--- src/core/dmr_cfg.svh ---
`ifndef DMR_CFG_SVH
`define DMR_CFG_SVH
// register addresses
`define DMR_ADDR_CMD_RSVD0   16'h2400
`define DMR_ADDR_OP_CMD      16'h2401
`define DMR_ADDR_FREQ_CMD    16'h2402
`define DMR_ADDR_TORQUE_CMD  16'h2403
`define DMR_ADDR_MON_RSVD0   16'h2420
`define DMR_ADDR_OP_STATUS   16'h2421
`define DMR_ADDR_FREQ_RB     16'h2422
`define DMR_ADDR_OUT_FREQ    16'h2423
`define DMR_ADDR_OUT_CURR    16'h2424
`define DMR_ADDR_OUT_VOLT    16'h2425
`define DMR_ADDR_DC_BUS      16'h2426
`define DMR_ADDR_ALARM       16'h2427
`define DMR_ADDR_FAULT       16'h2428
`define DMR_ADDR_IO_STATUS   16'h2429
`define DMR_ADDR_AI_FIRST    16'h242a
`define DMR_ADDR_AI_SECOND   16'h242b
`define DMR_ADDR_MON_RSVD1   16'h242c
`define DMR_ADDR_AO_FIRST    16'h242d
`define DMR_ADDR_AO_SECOND   16'h242e
// operation command word fields
`define DMR_CMD_RUN_BIT      0
`define DMR_CMD_REV_BIT      1
`define DMR_CMD_EXTF_BIT     2
`define DMR_CMD_FRST_BIT     3
`define DMR_CMD_MFT_LSB      8
`define DMR_CMD_WR_MASK      16'hff0f
// status word masks
`define DMR_OPST_MASK        16'h07ff
`define DMR_IOST_MASK        16'h70ff
// reset values
`define DMR_RST_OP_CMD       16'h0000
`define DMR_RST_FREQ_CMD     16'h0000
`define DMR_RST_TORQUE_CMD   16'h0000
// scaling limits
`define DMR_TORQUE_MAX       16'sh4000
`define DMR_TORQUE_MIN       -16'sh4000
`define DMR_ALARM_MAX        5'h15
`define DMR_ANALOG_TOP       16'h03e8
`define DMR_ANALOG_BOTTOM    -16'sh03e8
`endif

--- src/core/dmr_pkg.sv ---
`default_nettype none
package dmr_pkg;
    typedef logic [15:0] dmr_word_t;
    // alarm codes as reported in the alarm register
    typedef enum logic [4:0] {
        DMR_ALM_NONE     = 5'h00,
        DMR_ALM_SPD_DEV  = 5'h01,
        DMR_ALM_OPT_EXT  = 5'h02,
        DMR_ALM_EXT_ONE  = 5'h03,
        DMR_ALM_EXT_EIGHT= 5'h0a,
        DMR_ALM_FB_HIGH  = 5'h0b,
        DMR_ALM_FB_LOW   = 5'h0c,
        DMR_ALM_HS_OH    = 5'h0d,
        DMR_ALM_MOT_OH   = 5'h0e,
        DMR_ALM_OT_ONE   = 5'h0f,
        DMR_ALM_OT_TWO   = 5'h10,
        DMR_ALM_OV       = 5'h11,
        DMR_ALM_UV       = 5'h12,
        DMR_ALM_UT_ONE   = 5'h13,
        DMR_ALM_UT_TWO   = 5'h14,
        DMR_ALM_MECH     = 5'h15
    } dmr_alarm_e;
endpackage : dmr_pkg
`default_nettype wire

--- src/core/dmr_regs.sv ---
`timescale 1ns/1ns
`default_nettype none
`include "dmr_cfg.svh"
module dmr_regs
(
    input  wire logic                clk_sys_i,
    input  wire logic                rst_n_i,
    input  wire logic                clk_en_i,
    // register access from the serial protocol engine
    input  wire logic [15:0]         reg_addr_i,
    input  wire logic                reg_wr_i,
    input  wire logic                reg_rd_i,
    input  wire logic [15:0]         reg_wdata_i,
    output logic      [15:0]         reg_rdata_o,
    output logic                     reg_rvalid_o,
    output logic                     reg_err_o,
    // command outputs to drive control
    output logic                     run_cmd_o,
    output logic                     reverse_cmd_o,
    output logic                     option_external_fault_request_o,
    output logic                     fault_reset_req_o,
    output logic      [7:0]          terminal_cmd_o,
    output logic      [15:0]         freq_cmd_o,
    output logic signed [15:0]       torque_cmd_o,
    // drive state inputs
    input  wire logic                running_i,
    input  wire logic                reversing_i,
    input  wire logic                zero_hold_busy_i,
    input  wire logic                fault_present_i,
    input  wire logic                speed_agree_i,
    input  wire logic                ready_i,
    input  wire logic                freq_src_sel_i,
    input  wire logic                run_src_remote_i,
    input  wire logic                torque_mode_i,
    input  wire logic                zero_hold_active_i,
    input  wire logic [15:0]         freq_ref_i,
    input  wire logic [15:0]         output_frequency_i,
    input  wire logic [15:0]         output_current_i,
    input  wire logic [15:0]         output_voltage_i,
    input  wire logic [15:0]         dc_bus_voltage_i,
    input  wire logic [4:0]          alarm_code_i,
    input  wire logic [7:0]          fault_code_i,
    input  wire logic [7:0]          input_terminals_i,
    input  wire logic                relay_one_i,
    input  wire logic                relay_two_i,
    input  wire logic                auxiliary_input_state_i,
    input  wire logic [15:0]         analog_input_first_i,
    input  wire logic [15:0]         analog_input_second_i,
    input  wire logic signed [15:0]  analog_output_first_i,
    input  wire logic signed [15:0]  analog_output_second_i
);

    // command storage
    dmr_pkg::dmr_word_t op_cmd;
    dmr_pkg::dmr_word_t freq_cmd;
    dmr_pkg::dmr_word_t torque_cmd;

    // clamp torque to the +-200 percent span, full scale 16384
    function automatic logic [15:0] dmr_clamp_sat(input logic signed [15:0] v,
                                                  input logic signed [15:0] lo,
                                                  input logic signed [15:0] hi);
        logic signed [15:0] r;
        r = v;
        if (v > hi)
        begin
            r = hi;
        end
        else if (v < lo)
        begin
            r = lo;
        end
        return r;
    endfunction : dmr_clamp_sat

    // clamp unsigned scaled readings to their top value
    function automatic logic [15:0] dmr_clamp_top(input logic [15:0] v, input logic [15:0] top);
        return (v > top) ? top : v;
    endfunction : dmr_clamp_top

    // write decode: only the three command words accept writes
    wire wr_op     = clk_en_i & reg_wr_i & (reg_addr_i == `DMR_ADDR_OP_CMD);
    wire wr_freq   = clk_en_i & reg_wr_i & (reg_addr_i == `DMR_ADDR_FREQ_CMD);
    wire wr_torque = clk_en_i & reg_wr_i & (reg_addr_i == `DMR_ADDR_TORQUE_CMD);

    // command words; reserved bits 4..7 dropped on write
    always_ff @(posedge clk_sys_i or negedge rst_n_i)
    begin
        if (!rst_n_i)
        begin
            op_cmd     <= `DMR_RST_OP_CMD;
            freq_cmd   <= `DMR_RST_FREQ_CMD;
            torque_cmd <= `DMR_RST_TORQUE_CMD;
        end
        else
        begin
            if (wr_op)
                op_cmd <= reg_wdata_i & `DMR_CMD_WR_MASK;
            if (wr_freq)
                freq_cmd <= reg_wdata_i;
            if (wr_torque)
                torque_cmd <= dmr_clamp_sat(reg_wdata_i, `DMR_TORQUE_MIN, `DMR_TORQUE_MAX);
        end
    end

    // command fields toward drive control
    assign run_cmd_o                       = op_cmd[`DMR_CMD_RUN_BIT];
    assign reverse_cmd_o                   = op_cmd[`DMR_CMD_REV_BIT];
    assign option_external_fault_request_o = op_cmd[`DMR_CMD_EXTF_BIT];
    assign fault_reset_req_o               = op_cmd[`DMR_CMD_FRST_BIT];
    assign terminal_cmd_o                  = op_cmd[`DMR_CMD_MFT_LSB +: 8];
    assign freq_cmd_o                      = freq_cmd;
    assign torque_cmd_o                    = torque_cmd;

    // status word assembly, upper bits reserved zero
    wire [15:0] op_status = {5'h00,
                             zero_hold_active_i,
                             torque_mode_i,
                             run_src_remote_i,
                             freq_src_sel_i,
                             ready_i,
                             speed_agree_i,
                             (alarm_code_i != 5'h00),
                             fault_present_i,
                             zero_hold_busy_i,
                             reversing_i,
                             running_i};

    // io word: bits 8..11 and 15 reserved zero
    wire [15:0] io_status = {1'b0, auxiliary_input_state_i, relay_two_i, relay_one_i,
                             4'h0, input_terminals_i};

    // codes above the documented list read as no alarm in this word; the alarm bit of the status word still sets
    wire [15:0] alarm_word = (alarm_code_i > `DMR_ALARM_MAX) ? 16'h0000
                             : {11'h000, alarm_code_i};
    wire [15:0] fault_word = {8'h00, fault_code_i};

    // analog readings kept inside their documented spans
    wire [15:0] ai_first  = dmr_clamp_top(analog_input_first_i, `DMR_ANALOG_TOP);
    wire [15:0] ai_second = dmr_clamp_top(analog_input_second_i, `DMR_ANALOG_TOP);
    wire [15:0] ao_first  = dmr_clamp_sat(analog_output_first_i, `DMR_ANALOG_BOTTOM, `DMR_ANALOG_TOP);
    wire [15:0] ao_second = dmr_clamp_sat(analog_output_second_i, `DMR_ANALOG_BOTTOM, `DMR_ANALOG_TOP);

    // read mux; reserved and unmapped addresses read zero
    logic [15:0] rd_mux;
    logic        rd_hit;
    always_comb
    begin
        rd_hit = 1'b1;
        unique case (reg_addr_i)
            `DMR_ADDR_OP_CMD:     rd_mux = op_cmd;
            `DMR_ADDR_FREQ_CMD:   rd_mux = freq_cmd;
            `DMR_ADDR_TORQUE_CMD: rd_mux = torque_cmd;
            `DMR_ADDR_OP_STATUS:  rd_mux = op_status;
            `DMR_ADDR_FREQ_RB:    rd_mux = freq_ref_i;
            `DMR_ADDR_OUT_FREQ:   rd_mux = output_frequency_i;
            `DMR_ADDR_OUT_CURR:   rd_mux = output_current_i;
            `DMR_ADDR_OUT_VOLT:   rd_mux = output_voltage_i;
            `DMR_ADDR_DC_BUS:     rd_mux = dc_bus_voltage_i;
            `DMR_ADDR_ALARM:      rd_mux = alarm_word;
            `DMR_ADDR_FAULT:      rd_mux = fault_word;
            `DMR_ADDR_IO_STATUS:  rd_mux = io_status;
            `DMR_ADDR_AI_FIRST:   rd_mux = ai_first;
            `DMR_ADDR_AI_SECOND:  rd_mux = ai_second;
            `DMR_ADDR_AO_FIRST:   rd_mux = ao_first;
            `DMR_ADDR_AO_SECOND:  rd_mux = ao_second;
            `DMR_ADDR_CMD_RSVD0,
            `DMR_ADDR_MON_RSVD0,
            `DMR_ADDR_MON_RSVD1:  rd_mux = 16'h0000;
            default:
            begin
                rd_mux = 16'h0000;
                rd_hit = 1'b0;
            end
        endcase
    end

    // writes to monitor or unmapped words are flagged, never stored
    wire wr_refused = reg_wr_i & ~(wr_op | wr_freq | wr_torque);

    // read data registered; one cycle latency after the request
    always_ff @(posedge clk_sys_i or negedge rst_n_i)
    begin
        if (!rst_n_i)
        begin
            reg_rdata_o  <= 16'h0000;
            reg_rvalid_o <= 1'b0;
            reg_err_o    <= 1'b0;
        end
        else if (clk_en_i)
        begin
            reg_rvalid_o <= reg_rd_i;
            reg_err_o    <= (reg_rd_i & ~rd_hit) | wr_refused;
            if (reg_rd_i)
                reg_rdata_o <= rd_mux;
        end
    end

endmodule : dmr_regs
`default_nettype wire

--- config.mk ---
export PLATFORM = sky130hd
export DESIGN_NAME = dmr_regs
export DESIGN_NICKNAME = d
export VERILOG_FILES = /design/src/core/dmr_pkg.sv /design/src/core/dmr_regs.sv
export VERILOG_INCLUDE_DIRS = /design/src /design/src/core
export SDC_FILE = /design/constraint.sdc
export NUM_CORES = 1
export LEC_CHECK = 0
export ABC_AREA = 1
export BUFFER_PORTS_ARGS = -buffer_cell sky130_fd_sc_hd__buf_2
export CORE_MARGIN = 8
export CORE_UTILIZATION = 30
export DETAILED_ROUTE_END_ITERATION = 10
export PLACE_DENSITY = 0.56
export SETUP_SLACK_MARGIN = 0.05
export SLEW_MARGIN = 10
export SYNTH_ARGS = -nofsm -noshare
export SYNTH_HDL_FRONTEND = slang
export SYNTH_SLANG_ARGS = --single-unit
--- constraint.sdc ---
create_clock -name clk_sys_i -period 1.4 [get_ports clk_sys_i]
set_input_delay 0.28 -clock clk_sys_i [delete_from_list [all_inputs] [get_ports clk_sys_i]]
set_output_delay 0.28 -clock clk_sys_i [all_outputs]
set_load 0.05 [all_outputs]
* Word-level counts from Yosys, hierarchy flattened
Cells that the tools add are included.
** Cells by class
- Equality and inequality tests :: 19
- $lt $le $gt $ge :: 9
- Bitwise gates (word level) :: 11
- Mux-type cells :: 11
- Reductions and logical operators :: 3
** Operators by type and width (count)
- $eq A16 B14 Y1 const B :: 19
- $pmux W16 S16 :: 1
- $mux W16 :: 8
- $gt A16 B10 Y1 const B :: 2
- $gt A16 B11 Y1 const B :: 2
- $lt A16 B11 Y1 const B :: 2
- $reduce_or A19 Y1 :: 1
- $gt A16 B16 Y1 const B :: 1
- $lt A16 B15 Y1 const B :: 1
- $and A1 B1 Y1 :: 6
- $gt A5 B5 Y1 const B :: 1
- $mux W5 :: 1
- $reduce_bool A5 Y1 :: 1
- $or A1 B1 Y1 :: 3
- $not A1 Y1 :: 2
- $reduce_and A2 Y1 :: 1
- $mux W1 :: 1
** Word-level totals
- Output and inout bits :: 62
- Logic and storage cells :: 59
- Bits of input ports :: 215
- Register bits after elaboration :: 62

* Longest topological paths before layout
- Depth in word-level cells :: 7
- Depth in mapped cells :: 15
- Depth with buffers taken out :: 14

* Worst setup path before layout
No wires, ideal clock.
- Path type :: input port to flip-flop
- Start point :: input analog_output_second_i[12]
- End point :: register reg_rdata_o[1]
- Library setup time :: 0.118 ns
- Stages :: 13
- Required time :: 1.282 ns
- Buffers on the path :: 0
- Arrival time :: 1.720 ns
- Slack :: -0.438 ns
- Cell sequence :: inv_1 -> nor4_1 -> nand4_1 -> ha_1 -> clkinv_1 -> nand4_1 -> inv_1 -> nand3_1 -> nand2_1 -> nor2_1 -> nand2_1 -> nand2_1 -> nand2_1
** Between the ends
- Word-level cells in the longest chain between the ends :: 4
- Elaborated cells on any way between the ends :: 5
- Classes of those cells :: 2 x order compare; 3 x mux
** RTL lines
- from (decl) :: line dmr_regs.sv:50 : input wire logic signed [15:0] analog_output_second_i
- $lt A16 B11 Y1 :: line dmr_regs.sv:68 : else if (v < lo)
- $mux W16 :: line dmr_regs.sv:68
- $mux W16 (*) :: line dmr_regs.sv:64 : if (v > hi)
- $pmux W16 S16 (*) :: line dmr_regs.sv:149 : unique case (reg_addr_i)
- to (signal assigned) :: line dmr_regs.sv:194 : reg_rdata_o <= rd_mux;
- to (decl) :: line dmr_regs.sv:14 : output logic [15:0] reg_rdata_o,
Mark *: on every way between the ends. The rest lies on a longest branch, timed or not.
A chain may end at the register's enable or synchronous reset.

* Final worst setup path
- Start point :: input analog_output_second_i[13]
- End point :: register reg_rdata_o[2]
The elaborated chain is that of the path after synthesis.

==> results.rst <==
.. list-table::
   :header-rows: 1

   * - Metric
     - Value
   * - Clock power share
     - between 40% and 50%
   * - Number of placed cells counting well taps
     - roughly 1.6k
   * - Iter 0 DRT Violations
     - about 420
   * - Clock Sink Count
     - between 60 and 70
   * - Leading cell types in the layout, fill and taps excluded
     - 331 x sky130_fd_sc_hd__nand2_1, 264 x sky130_fd_sc_hd__buf_2, 148 x sky130_fd_sc_hd__buf_4, 139 x sky130_fd_sc_hd__nand3_1, 86 x sky130_fd_sc_hd__nor2_1
   * - Die Area
     - approximately 0.023 sq mm
   * - Clock-pin transition on the worst setup and hold timing paths
     - approximately 0.07 ns
   * - Via count of the first global-routing pass
     - between 7k and 8k
   * - Sequential element share of the synthesized area
     - 27.6%
   * - Die height
     - about 150 um
   * - Startpoint type of the worst setup path
     - input pin
   * - Fin. Hold Viols
     - 0
   * - Initial Util
     - a little under a third
   * - Status
     - finished with violations
   * - Number of clock buffers inserted by TritonCTS
     - 9
   * - Critical path class
     - input pin to flop
   * - Number of distinct library cell variants in the gate-level netlist after synthesis
     - 34
   * - Number of core rows
     - 50
   * - Sum of overflow across all layers after global routing
     - 0
   * - Sequential group share of total power
     - 34.1%
   * - Power density over cell area
     - 549 mW/mm^2
   * - CP endpoint kind
     - flop
   * - Global-route wire length before repair
     - just over 40 mm
   * - Max-slew violation count
     - 0
   * - Combinational share of power
     - about a fifth
   * - Setup repair after global routing missed its margin
     - true
   * - IO Port Bufs
     - approximately 280
   * - WL per Instance
     - 16.6 um
   * - Relative max-transition margin
     - approximately 73%
   * - Count of flip-flops with a built-in enable after synthesis
     - 0
   * - Initial DRT Pass Iterations
     - 5
   * - Final weighted congestion in routability-driven placement
     - 0.910
   * - Area contributors post-synth
     - sky130_fd_sc_hd__dfrtp_1 28%, sky130_fd_sc_hd__nand2_1 23%, sky130_fd_sc_hd__nand3_1 14%
   * - Post-detailed-routing wire length
     - about 27 mm
   * - Clock tree from TritonCTS
     - built
   * - Max Clock Freq
     - 0.652 GHz
   * - Via Count
     - 7,721
   * - Root buf cell
     - sky130_fd_sc_hd__clkbuf_16
   * - Final critical-path share of the clock period
     - 109%
   * - Min Clock Period, post-route
     - ~1.5 ns
   * - H-tree depth reported by CTS
     - 3
   * - Clock insertion delay at the later pin of the skew report
     - around 0.34 ns
   * - Post-Synthesis Mean Instance Area
     - between 5 and 6 sq um
   * - Final critical-path setup slack
     - -0.133 ns
   * - X dimension of the die
     - between 150 and 200 um
   * - Layout-stage area growth over the synthesis result
     - 70.7%
   * - Longest individual stage delay on the worst path
     - approximately 0.33 ns
   * - Total global routing track utilization
     - between 20% and 30%
   * - Top fanout value on the critical path
     - 5
   * - Flip-flop and latch count after synthesis
     - a little over 60
   * - Synth Cell Area
     - between 0.005 and 0.006 sq mm
   * - Clock skew after layout
     - 0.0111 ns
   * - Fraction of registers with async set or reset after synthesis
     - 100%
   * - Worst EP arrival
     - between 1.5 and 2 ns
   * - Ordered list of cells on the worst path
     - buf_6 -> inv_4 -> nor4_4 -> nand4_1 -> ha_4 -> clkinv_4 -> nand4_1 -> inv_1 -> nand3_1 -> nand2_1 -> nor2_1 -> nand2_1 -> nand2_1 -> nand2_1
   * - Maximum vdd drop
     - approximately 530 uV
   * - Post-synth top flop
     - sky130_fd_sc_hd__dfrtp_1
   * - CORE AREA
     - roughly 0.019 sq mm
   * - Data required time at the worst endpoint
     - roughly 1.6 ns
   * - Slowest-stage cell, CP
     - sky130_fd_sc_hd__ha_4
   * - Most area-hungry cell type in the Yosys netlist
     - sky130_fd_sc_hd__dfrtp_1
   * - Reported net switching power
     - approximately 1.4 mW
   * - Worst path most repeated cell
     - sky130_fd_sc_hd__nand2_1
   * - Switching part of the total power
     - a little over a quarter
   * - Number of buffers on the longest clock path
     - 2
   * - Proportion of layout cells with a drive suffix above 1
     - between 40% and 50%
   * - Half-perimeter wire length after detailed placement
     - 21.9 mm
   * - Max Cap Violations
     - 0
   * - Most common cell after layout, fill and taps aside
     - sky130_fd_sc_hd__nand2_1
   * - Worst hold path class
     - input pin to flop
   * - Largest net degree at the start of global routing
     - between 60 and 70
   * - Transition time of the tightest slew-check pin
     - 0.404 ns
   * - Residual DRC
     - 0
   * - # IOs
     - 277
   * - Post-synthesis cell count
     - 941
   * - Detail Route Antenna Nets
     - 0
   * - Failing checks
     - setup timing
   * - Vias per cell
     - between 4 and 5
   * - Final Power
     - 5.28 mW
   * - Top cell type's share of synthesized area
     - about 28%
   * - Filler cell count
     - between 1.5k and 2k
   * - Net count after synthesis
     - 1,158
   * - Final non-filler cell total
     - 1,620
   * - Synthesis Warnings
     - 0
   * - Internal portion of total power
     - around 3.9 mW
   * - Antenna violations before repair
     - 8
   * - # setup viols final
     - 21
   * - Static leakage
     - 5.55 nW
   * - Net count reported at finish
     - between 1.5k and 2k
==> routing by layer <==
metal  vias up  track usage (%)  share of wire, %
li1       3895                -                 -
met1      3510             28.0                43
met2       266             37.5                48
met3        40             5.13               6.8
met4        10             6.41               1.9
met5         -                0              0.23
==> worst max-delay path: cells and delay by family <==
family | cells | cell delay, ns
adder cells (fa/ha/maj) | 1 | 0.33
AND/OR/NAND/NOR | 9 | 0.89
buffers and inverters | 4 | 0.24
==> cells in the mapped netlist, types with 2 or more instances <==
cell,n
sky130_fd_sc_hd__nand3_1,156
sky130_fd_sc_hd__mux2_4,4
sky130_fd_sc_hd__o21ai_0,27
sky130_fd_sc_hd__nand3_2,3
sky130_fd_sc_hd__ha_1,2
sky130_fd_sc_hd__clkinv_2,3
sky130_fd_sc_hd__nor2_1,110
sky130_fd_sc_hd__dfrtp_1,62
sky130_fd_sc_hd__inv_1,83
sky130_fd_sc_hd__buf_4,11
sky130_fd_sc_hd__clkbuf_1,6
sky130_fd_sc_hd__nor3_1,10
sky130_fd_sc_hd__o21ai_1,24
sky130_fd_sc_hd__nor2_8,2
sky130_fd_sc_hd__inv_2,8
sky130_fd_sc_hd__nand3b_1,9
sky130_fd_sc_hd__buf_2,4
sky130_fd_sc_hd__nand4_1,12
sky130_fd_sc_hd__buf_6,9
sky130_fd_sc_hd__clkinv_1,4
sky130_fd_sc_hd__nand2_1,342
sky130_fd_sc_hd__a21oi_1,7
sky130_fd_sc_hd__nor2_4,13
sky130_fd_sc_hd__nor2_2,6
sky130_fd_sc_hd__nand2_4,5
sky130_fd_sc_hd__nand2_2,7
sky130_fd_sc_hd__nor4_1,5
==> power groups by stage <==
stage                     sequential, mW  combinational, mW  clock, mW
after floorplan                     1.85              0.244          0
after global placement              1.83              0.913          0
after detailed placement            1.83              0.917          0
after CTS                           1.80              0.959       2.51
after global routing                1.80               1.08       2.59
final                               1.80              0.986       2.49
==> final timing paths <==
kind | depth (start not counted) | startpoint | slack [ns] | endpoint
max in group asynchronous | 3 | rst_n_i | 0.62 | freq_cmd_o[0]
worst max register to register | 8 | torque_cmd_o[5] | 0.12 | reg_rdata_o[5]
worst max-delay path | 14 | analog_output_second_i[13] | -0.13 | reg_rdata_o[2]
min in group asynchronous | 3 | rst_n_i | 0.48 | op_cmd[13]
worst min register to register | 2 | reg_rdata_o[9] | 0.48 | reg_rdata_o[9]
worst min-delay path | 3 | reg_wdata_i[4] | 0.21 | torque_cmd_o[4]
==> sequential cells by signal (all words and copies together) (netlist names) <==
name          cells
freq_cmd_o       16
reg_rdata_o      16
torque_cmd_o     16
op_cmd           12
reg_err_o         1
reg_rvalid_o      1
==> timing repair <==
action | in CTS | in global routing
hold buffers | 1 | 0
pin swaps | 37 | 23
resized for setup | 60 | 57
setup buffers | 15 | 6
hold endpoints to repair | 62 | 0
setup endpoints to repair | 49 | 57
gates cloned | 5 | 0
==> metrics by stage <==
stage                     TNS [ns]  hold WS, ns  util (%)  setup WS (ns)  instance area [sq um]
after floorplan              -4.14      -0.0156         -         -0.300                   5830
after global placement      -22.35        0.328      46.2         -0.557                   8580
after detailed placement    -23.60        0.319      46.2         -0.590                   8580
after CTS                    -1.53        0.205      50.5         -0.139                   9380
after global routing         -4.86        0.218      51.7         -0.296                   9610
final                        -1.26        0.209      51.7         -0.133                   9610
==> final cells by class <==
| type | instances | area, sq um | share of cell area, % |
|---|---|---|---|
| clock buffer | 9 | 225 | 2.34 |
| timing repair buffer | 453 | 3080 | 32.1 |
| clock inverter | 7 | 97.6 | 1.02 |
| sequential | 62 | 1550 | 16.1 |
| antenna | 4 | 10.0 | 0.104 |
| timing repair inverter | 1 | 5.00 | 0.0521 |
| tap | 234 | 293 | 3.05 |
| inverter | 99 | 437 | 4.54 |
| multi-input combinational | 751 | 3910 | 40.7 |
==> logic make-up (layout without fill, tap and decap cells) <==
| logic type | after synthesis | count (layout) | share of synthesized area [%] |
|---|---|---|---|
| compound gates | 62 | 62 | 5.69 |
| fa+ha+maj | 2 | 2 | 0.444 |
| buf+inv | 129 | 569 | 10.7 |
| flops | 62 | 62 | 27.6 |
| mux | 4 | 4 | 1.07 |
| other cells | 0 | 4 | 0 |
| simple gates | 682 | 683 | 54.5 |
No activity file was read; power rests on OpenSTA's default activity.
